`src/logic/sxle_regs.svh`:
```
// Purpose: Register indices, field positions and reset values for the
//          serial extra lane enable block.
// Assumes: Register index times four is the byte address on the bus.
// Notes:   Definitions only.
`ifndef SXLE_REGS_SVH
`define SXLE_REGS_SVH

`define SXLE_IDX_W 10
`define SXLE_IDX_CTRL 10'h1F0
`define SXLE_IDX_MODE 10'h1F1
`define SXLE_IDX_TEST 10'h1F2
`define SXLE_IDX_STAT 10'h1F3
`define SXLE_IDX_PD 10'h209
`define SXLE_IDX_XA 10'h20A
`define SXLE_IDX_XB 10'h20B

`define SXLE_ADR_LO 2
`define SXLE_ADR_HI 11

`define SXLE_CTRL_EN_BIT 0
`define SXLE_CTRL_REFUSED_BIT 1
`define SXLE_PD_A_BIT 0
`define SXLE_PD_B_BIT 1
`define SXLE_XL_SER_BIT 0
`define SXLE_XL_LANE_LO 1
`define SXLE_XL_LANE_HI 7

`define SXLE_RST_XL 8'h00
`define SXLE_RST_PD 2'h0
`define SXLE_RST_MODE 8'h00
`define SXLE_RST_TEST 8'h00
`define SXLE_RST_EN 1'h0
`define SXLE_RST_FLAG 1'h0
`define SXLE_RST_LANES 8'h00
`define SXLE_ZERO32 32'h0000_0000
`define SXLE_ZERO24 24'h00_0000
`define SXLE_ZERO22 22'h00_0000
`define SXLE_ZERO6 6'h00

`endif

```
`src/logic/sxle_pkg.sv`:
```
// Purpose: Types shared by the serial extra lane enable block.
// Assumes: At most eight lanes per link.
// Notes:   Offsets and reset values live in sxle_regs.svh.
package sxle_pkg;

  localparam int SXLE_MAX_LANES = 8;

  // One link's extra lane register: lanes 7..1 plus the serializer bit
  typedef struct packed {
    logic [7:1] lanes;
    logic ser;
  } sxle_extra_s;

  // Per-lane enables driven toward one link's lanes
  typedef struct packed {
    logic [7:0] ser_en;
    logic [7:0] clk_en;
  } sxle_lanes_s;

  // Classic Wishbone request from the master
  typedef struct packed {
    logic cyc;
    logic stb;
    logic we;
    logic [11:0] adr;
    logic [3:0] sel;
    logic [31:0] dat;
  } sxle_wb_req_s;

endpackage : sxle_pkg

```
`src/logic/sxle_lane_gate.sv`:
```
// Purpose: Lane clock and serializer enables for one link.
// Assumes: mode_mask comes from the link mode decoder on the same clock.
// Notes:   Purely combinational; the top registers the result.
`timescale 1ns/10ps
module sxle_lane_gate #(
  parameter int LANES = 8
) (
  input wire logic [7:0] mode_mask,
  input wire sxle_pkg::sxle_extra_s extra,
  input wire logic link_active,
  output sxle_pkg::sxle_lanes_s lanes
);
  import sxle_pkg::*;

  if (LANES < 1 || LANES > SXLE_MAX_LANES)
  begin : g_bad_lanes
    $error("sxle_lane_gate: LANES must lie between 1 and 8");
  end

  logic [7:0] want_clk;
  logic [7:0] want_ser;
  logic [7:0] chain;
  logic [7:0] clk_en;

  assign chain[0] = 1'b1;

  for (genvar i = 0; i < SXLE_MAX_LANES; i++)
  begin : g_lane
    if (i >= LANES)
    begin : g_absent
      assign want_clk[i] = 1'b0;
      assign want_ser[i] = 1'b0;
    end
    else if (i == 0)
    begin : g_base
      // Lane 0 has no extra bit; only the link mode can use it
      assign want_clk[i] = mode_mask[i];
      assign want_ser[i] = mode_mask[i];
    end
    else
    begin : g_extra
      assign want_clk[i] = mode_mask[i] | extra.lanes[i];
      // Clock-only extra lanes keep their serializer off
      assign want_ser[i] = mode_mask[i] | (extra.ser & extra.lanes[i]);
    end
    assign clk_en[i] = link_active & want_clk[i];
    if (i < SXLE_MAX_LANES - 1)
    begin : g_next
      assign chain[i + 1] = chain[i] & clk_en[i];
    end
    // A serializer gets its clock only if every lower lane is clocked
    assign lanes.ser_en[i] = clk_en[i] & want_ser[i] & chain[i];
  end

  assign lanes.clk_en = clk_en;

endmodule : sxle_lane_gate

```
`src/logic/sxle_top.sv`:
```
// Purpose: Extra transmit lane enables for links A and B, with the
//          channel power-down and global link controls, on Wishbone.
// Assumes: Classic Wishbone, 32-bit data, byte address = index * 4.
// Notes:   Every output comes from a flip-flop; one clock domain.
//
// The Wishbone register port was chosen for this implementation.
`timescale 1ns/10ps
`include "sxle_regs.svh"

// Functional notes
// - Link A bits 7..1 enable lanes A1..A7
// - Link B bits 7..1 enable lanes B1..B7
// - Extra lane enabled even if mode unused
// - Bit 0 also enables extra serializers
// - Extra lanes follow global mode and test
// - Powered-down link keeps extra lanes inactive
// - Serializer n needs lanes 0..n-1 enabled
// - Both extra lane registers reset to zero
// - Power-down bits per channel; both kill subsystem
module sxle_top #(
  parameter int LANES = 8
) (
  input wire logic clk,
  input wire logic rst_n,
  input wire sxle_pkg::sxle_wb_req_s wb_req,
  input wire logic [7:0] mode_lanes_a,
  input wire logic [7:0] mode_lanes_b,
  output logic wb_ack,
  output logic [31:0] wb_dat_o,
  output sxle_pkg::sxle_lanes_s lanes_a,
  output sxle_pkg::sxle_lanes_s lanes_b,
  output logic [7:0] link_mode_select,
  output logic [7:0] link_test_pattern_select,
  output logic serial_link_enable,
  output logic [1:0] channel_power_down,
  output logic subsystem_power_down
);
  import sxle_pkg::*;

  if (LANES < 2 || LANES > SXLE_MAX_LANES)
  begin : g_bad_lanes
    $error("sxle_top: LANES must lie between 2 and 8");
  end

  // Bus decode

  logic [`SXLE_IDX_W-1:0] idx;
  logic req;
  logic new_req;
  logic wr;
  logic hit_ctrl;
  logic hit_mode;
  logic hit_test;
  logic hit_stat;
  logic hit_pd;
  logic hit_xa;
  logic hit_xb;
  logic hit_guarded;
  logic wr_ctrl;
  logic wr_mode;
  logic wr_test;
  logic wr_pd;
  logic wr_xa;
  logic wr_xb;
  logic refuse_evt;
  logic refused_clr;

  assign idx = wb_req.adr[`SXLE_ADR_HI:`SXLE_ADR_LO];
  assign req = wb_req.cyc & wb_req.stb;
  // Ack drops for a cycle after each answer, so one request, one effect
  assign new_req = req & ~wb_ack;
  // All writable registers live in byte lane 0
  assign wr = new_req & wb_req.we & wb_req.sel[0];

  assign hit_ctrl = (idx == `SXLE_IDX_CTRL);
  assign hit_mode = (idx == `SXLE_IDX_MODE);
  assign hit_test = (idx == `SXLE_IDX_TEST);
  assign hit_stat = (idx == `SXLE_IDX_STAT);
  assign hit_pd = (idx == `SXLE_IDX_PD);
  assign hit_xa = (idx == `SXLE_IDX_XA);
  assign hit_xb = (idx == `SXLE_IDX_XB);
  assign hit_guarded = hit_pd | hit_xa | hit_xb;

  // Lane and power settings must not move under a running link, so
  // such writes are dropped and flagged rather than half-applied.
  assign wr_pd = wr & hit_pd & ~serial_link_enable;
  assign wr_xa = wr & hit_xa & ~serial_link_enable;
  assign wr_xb = wr & hit_xb & ~serial_link_enable;
  assign refuse_evt = wr & hit_guarded & serial_link_enable;
  assign wr_ctrl = wr & hit_ctrl;
  assign wr_mode = wr & hit_mode;
  assign wr_test = wr & hit_test;
  assign refused_clr = wr_ctrl & wb_req.dat[`SXLE_CTRL_REFUSED_BIT];

  // Register storage

  sxle_extra_s extra_a;
  sxle_extra_s extra_b;
  logic refused;

  sxle_extra_s next_extra_a;
  sxle_extra_s next_extra_b;
  logic [1:0] next_pd;
  logic next_link_en;
  logic [7:0] next_mode;
  logic [7:0] next_test;
  logic next_refused;

  assign next_extra_a = wr_xa ? sxle_extra_s'(wb_req.dat[7:0]) : extra_a;
  assign next_extra_b = wr_xb ? sxle_extra_s'(wb_req.dat[7:0]) : extra_b;
  assign next_pd = wr_pd ? wb_req.dat[`SXLE_PD_B_BIT:`SXLE_PD_A_BIT]
                         : channel_power_down;
  assign next_link_en = wr_ctrl ? wb_req.dat[`SXLE_CTRL_EN_BIT]
                                : serial_link_enable;
  assign next_mode = wr_mode ? wb_req.dat[7:0] : link_mode_select;
  assign next_test = wr_test ? wb_req.dat[7:0] : link_test_pattern_select;
  // A new refusal in the clearing cycle survives the clear
  assign next_refused = refuse_evt | (refused & ~refused_clr);

  always_ff @(posedge clk or negedge rst_n)
  begin
    if (!rst_n)
    begin
      extra_a <= `SXLE_RST_XL;
      extra_b <= `SXLE_RST_XL;
    end
    else
    begin
      extra_a <= next_extra_a;
      extra_b <= next_extra_b;
    end
  end

  always_ff @(posedge clk or negedge rst_n)
  begin
    if (!rst_n)
    begin
      channel_power_down <= `SXLE_RST_PD;
      subsystem_power_down <= `SXLE_RST_FLAG;
    end
    else
    begin
      channel_power_down <= next_pd;
      subsystem_power_down <= &next_pd;
    end
  end

  always_ff @(posedge clk or negedge rst_n)
  begin
    if (!rst_n)
    begin
      serial_link_enable <= `SXLE_RST_EN;
      refused <= `SXLE_RST_FLAG;
    end
    else
    begin
      serial_link_enable <= next_link_en;
      refused <= next_refused;
    end
  end

  // Extra lanes have no rate or mode of their own: they share these
  always_ff @(posedge clk or negedge rst_n)
  begin
    if (!rst_n)
    begin
      link_mode_select <= `SXLE_RST_MODE;
      link_test_pattern_select <= `SXLE_RST_TEST;
    end
    else
    begin
      link_mode_select <= next_mode;
      link_test_pattern_select <= next_test;
    end
  end

  // Lane gating

  logic link_act_a;
  logic link_act_b;
  sxle_lanes_s gate_a;
  sxle_lanes_s gate_b;

  // A link runs only when enabled, its channel is up and the
  // whole subsystem is not powered down.
  assign link_act_a = serial_link_enable
                    & ~channel_power_down[`SXLE_PD_A_BIT]
                    & ~subsystem_power_down;
  assign link_act_b = serial_link_enable
                    & ~channel_power_down[`SXLE_PD_B_BIT]
                    & ~subsystem_power_down;

  sxle_lane_gate #(
    .LANES(LANES)
  ) u_gate_a (
    .mode_mask(mode_lanes_a),
    .extra(extra_a),
    .link_active(link_act_a),
    .lanes(gate_a)
  );

  sxle_lane_gate #(
    .LANES(LANES)
  ) u_gate_b (
    .mode_mask(mode_lanes_b),
    .extra(extra_b),
    .link_active(link_act_b),
    .lanes(gate_b)
  );

  // Registered so lane enables never glitch toward the serializers
  always_ff @(posedge clk or negedge rst_n)
  begin
    if (!rst_n)
    begin
      lanes_a <= {`SXLE_RST_LANES, `SXLE_RST_LANES};
      lanes_b <= {`SXLE_RST_LANES, `SXLE_RST_LANES};
    end
    else
    begin
      lanes_a <= gate_a;
      lanes_b <= gate_b;
    end
  end

  // Read path

  logic [31:0] rd_ctrl;
  logic [31:0] rd_mode;
  logic [31:0] rd_test;
  logic [31:0] rd_stat;
  logic [31:0] rd_pd;
  logic [31:0] rd_xa;
  logic [31:0] rd_xb;
  logic [31:0] rd_data;

  assign rd_ctrl = {`SXLE_ZERO24, `SXLE_ZERO6, refused, serial_link_enable};
  assign rd_mode = {`SXLE_ZERO24, link_mode_select};
  assign rd_test = {`SXLE_ZERO24, link_test_pattern_select};
  assign rd_stat = {lanes_b.ser_en, lanes_b.clk_en,
                    lanes_a.ser_en, lanes_a.clk_en};
  assign rd_pd = {`SXLE_ZERO24, `SXLE_ZERO6, channel_power_down};
  assign rd_xa = {`SXLE_ZERO24, extra_a};
  assign rd_xb = {`SXLE_ZERO24, extra_b};

  // Unmapped addresses read as zero and ignore writes
  assign rd_data = hit_ctrl ? rd_ctrl :
                   hit_mode ? rd_mode :
                   hit_test ? rd_test :
                   hit_stat ? rd_stat :
                   hit_pd ? rd_pd :
                   hit_xa ? rd_xa :
                   hit_xb ? rd_xb :
                   `SXLE_ZERO32;

  // One wait state: ack in the cycle after the request is seen
  always_ff @(posedge clk or negedge rst_n)
  begin
    if (!rst_n)
    begin
      wb_ack <= 1'b0;
      wb_dat_o <= `SXLE_ZERO32;
    end
    else
    begin
      wb_ack <= new_req;
      wb_dat_o <= new_req ? rd_data : `SXLE_ZERO32;
    end
  end

endmodule : sxle_top

```
`config.mk`:
```
export PLATFORM = sky130hd
export DESIGN_NAME = sxle_top
export DESIGN_NICKNAME = d
export VERILOG_FILES = /design/src/logic/sxle_pkg.sv /design/src/logic/sxle_lane_gate.sv /design/src/logic/sxle_top.sv
export VERILOG_INCLUDE_DIRS = /design/src /design/src/logic
export SDC_FILE = /design/constraint.sdc
export NUM_CORES = 1
export LEC_CHECK = 0
export BUFFER_PORTS_ARGS = -buffer_cell sky130_fd_sc_hd__buf_4
export CELL_PAD_IN_SITES_DETAIL_PLACEMENT = 0
export CELL_PAD_IN_SITES_GLOBAL_PLACEMENT = 2
export CORE_MARGIN = 3
export CORE_UTILIZATION = 33
export CTS_BUF_LIST = sky130_fd_sc_hd__clkbuf_8 sky130_fd_sc_hd__clkbuf_16
export DETAILED_ROUTE_END_ITERATION = 7
export PLACE_DENSITY_LB_ADDON = 0.25
export SLEW_MARGIN = 25
export SYNTH_ARGS = -nofsm -noshare
export SYNTH_HDL_FRONTEND = slang
export SYNTH_SLANG_ARGS = --single-unit
```
`constraint.sdc`:
```
create_clock -name clk -period 4.02 [get_ports clk]
set_input_delay 0.804 -clock clk [delete_from_list [all_inputs] [get_ports clk]]
set_output_delay 0.804 -clock clk [all_outputs]
set_load 0.02 [all_outputs]
```
==> flow_summary_export.csv <==
group,metric,value,unit
final_layout,layout_commonest_cell,"buf_4",
final_layout,layout.cells.non_filler,596,
final_layout,mostFrequentLayoutCells,"128 x buf_4, 99 x dfrtp_1, 45 x mux2_2",
power_and_ir_drop,power_frac_seq,0.512,
final_layout,multi_input_area,1490,sq um
floorplan,die-area,13700,sq um
final_layout,regArea,2480,sq um
drt,vias,2950,
floorplan,die_w,117,um
setup_path,regToRegStartpoint,"wb_ack",
final_layout,syn2layout_area_growth,33.2,%
setup_path,cp_data_arrival_time,2.35,ns
final_layout,num_antenna_cells,0,
global_route,grt_pass1_wl,16600,um
clocking,clkLatencyLatePin,0.33,ns
clocking,cts_buffers,9,
floorplan,io_pins,154,
setup_path,required,4.24,ns
job,cap_viol_max_count,0,
final_layout,drive_above_1_share,0.435,
yosys,async_reset_ff_frac,1.00,
clocking,cts.sinks,99,
global_route,grt_pass1_vias,3003,
yosys,ys_seq_elements,99,
drt,first_pass_iters,4,
drt,routed_wl,10700,um
timing,rsz0062_at_grt,"false",
power_and_ir_drop,power_switching,432,uW
setup_path,critPathKind,"in -> reg",
timing,finalCritPeriodShare,0.530,
place,routabilityCongestion,0.743,
final_layout,fillers,1090,
floorplan,die_y,117,um
yosys,synthCells,328,
hold_path,hp-class,"reg -> reg",
global_route,antenna_found_initial,0,
hold_path,whs_endpoint,"wb_dat_o[12]",
timing,fin_skew,0.00707,ns
hold_path,hold-path-cell-count,1,
timing,hold_violations,0,
floorplan,start_util,0.348,
yosys,yosys_warnings,0,
timing,period_needed,2.13,ns
setup_path,worst_r2r_endpoint,"extra_a[4]",
setup_path,start_kind,"primary input",
final_layout,nets,517,
yosys,seq_area_frac_synth,0.609,
setup_path,worstPathMaxFanout,37,
floorplan,row_count,39,
run_status,status,"finished, final reports clean",
yosys,syn_avg_cell_area,12.4,sq um
power_and_ir_drop,ir_drop,0.000223,V
yosys,synthFlopType,"dfrtp_1",
drt,drt-vias-per-instance,4.95,
yosys,syn_area,4070,sq um
global_route,overflow,0,
setup_path,rr_worst_depth,5,
drt,ant_nets,0,
timing,worst_slew_pin_slew,0.734,ns
timing,finalMaxSlewViolations,0,
timing,setup_violations,0,
clocking,holdBufCountCts,0,
final_layout,fin_util,0.463,
timing,fin_setup_tns,0,ns
clocking,h-tree-depth,3,
global_route,grt_max_degree,83,
clocking,cts_setup_buffers,0,
timing,fmax,470,MHz
timing,maxSlewHeadroom,0.510,
power_and_ir_drop,swShare,0.221,
clocking,cts.clk_slew.worst_paths,0.07,ns
global_route,track_usage,0.160,
place,place_hpwl,7800,um
drt,dr.first_iter.drc_count,152,
yosys,synth_nets,397,
setup_path,r2r_slack,1.99,ns
clocking,cts_resized,0,
hold_path,worstHoldStart,"lanes_a[12]",
yosys,synth.distinct_cells,42,
power_and_ir_drop,p_per_area,360,nW/um^2
power_and_ir_drop,p_leak,2.89,nW
place,io_buffer_count,124,
clocking,clockRootBuffer,"clkbuf_16",
clocking,clockBufferDepth,2,
place,dp_cells,580,
power_and_ir_drop,p_comb_frac,0.052,
floorplan,core,11700,sq um
drt,wl_per_cell,17.9,um
yosys,synth_edf_count,0,
drt,route.detailed.drc,0,
clocking,cts_tree,"yes",
setup_path,cp-end-kind,"flip-flop",
power_and_ir_drop,power_frac_clock,0.436,
power_and_ir_drop,p_int,1.52,mW
[cells in the mapped netlist, types with 2 or more instances]
master    number  area share
a21o_1         6       0.011
o21a_1         2      0.0037
nor4_4         2       0.010
buf_4          4      0.0074
a21oi_1        6      0.0074
o211ai_1       6       0.011
clkbuf_1      11       0.010
dfrtp_1       99        0.61
mux2i_1        3      0.0074
nand2_1       20       0.018
nor2_1        40       0.037
and3_1        25       0.038
nand4b_1       2      0.0043
buf_2          3      0.0037
o22ai_1        3      0.0046
nor3_1         5      0.0061
and2_1         2      0.0031
inv_1          3      0.0028
a221oi_1       6       0.013
a22o_1         2      0.0043
o21ai_0        4      0.0049
nand3_2        3      0.0074
a211oi_1       2      0.0037
nor4b_1        2      0.0043
a22oi_1        2      0.0037
mux2_2        45        0.12
nor2b_1        5      0.0077
[critical path, stage by stage]
cell and delay (ns):
buf_4 0.11, nand4b_1 0.20, nor4_4 0.15, buf_4 0.38
nand3_2 0.33, mux2_2 0.36
[power by group through the flow]
| stage | logic, mW | clock network, mW | registers [mW] |
|---|---|---|---|
| floorplan | 0.0329 | 0 | 1.02 |
| global placement | 0.104 | 0 | 1.02 |
| detailed placement | 0.105 | 0 | 1.02 |
| CTS | 0.105 | 0.870 | 0.998 |
| global route | 0.115 | 0.917 | 0.998 |
| finish | 0.102 | 0.850 | 0.998 |
[sequential cells by signal, indices dropped and copies added (netlist names), 2 cells and up]
name / count
lanes_b: 15
wb_dat_o: 31
channel_power_down: 2
extra_b: 8
link_mode_select: 8
link_test_pattern_select: 8
lanes_a: 15
extra_a: 8
[routing by layer]
metal	vias up	share of wire	global-route usage
met1	1475	0.44	0.213
met5	-	0	0
met2	68	0.51	0.272
met4	0	0.0058	0.0321
met3	5	0.042	0.0324
li1	1402	-	-
[worst max path at each step]
stage	start	endpoint	slack [ns]	depth (start not counted)
after floorplan	wb_req[47]	serial_link_enable	1.98	4
after detailed placement	wb_req[47]	link_test_pattern_select[6]	1.51	6
final	wb_req[47]	link_mode_select[5]	1.89	6
after global routing	wb_req[47]	link_test_pattern_select[2]	1.73	6
after global placement	wb_req[47]	link_test_pattern_select[4]	1.53	6
after CTS	wb_req[47]	link_test_pattern_select[1]	1.86	6
[logic make-up (layout without fill, tap and decap cells)]
| kind of cell | after synthesis | count (layout) | synth area share |
|---|---|---|---|
| simple gates | 118 | 118 | 0.164 |
| buf+inv | 23 | 148 | 0.0261 |
| compound gates | 40 | 40 | 0.0689 |
| mux | 48 | 48 | 0.132 |
| flops | 99 | 99 | 0.609 |
[layout make-up]
cell class | instances | area share
inverter | 3 | 0.00208
clock buffer | 9 | 0.0416
clock inverter | 7 | 0.0127
sequential | 99 | 0.457
timing repair buffer | 129 | 0.179
multi-input combinational | 206 | 0.274
tap | 143 | 0.0330
[stage by stage]
step / worst slack (ns) / area (sq um) / power (mW) / hold WS, ns
6_report: 1.89 / 5420 / 1.95 / 0.503
5_1_grt: 1.73 / 5420 / 2.03 / 0.527
3_3_place_gp: 1.53 / 5120 / 1.12 / 0.489
3_5_place_dp: 1.51 / 5120 / 1.12 / 0.495
4_1_cts: 1.86 / 5420 / 1.97 / 0.510
2_1_floorplan: 1.98 / 4070 / 1.05 / 0.481
(Power assumes the default switching activity.)
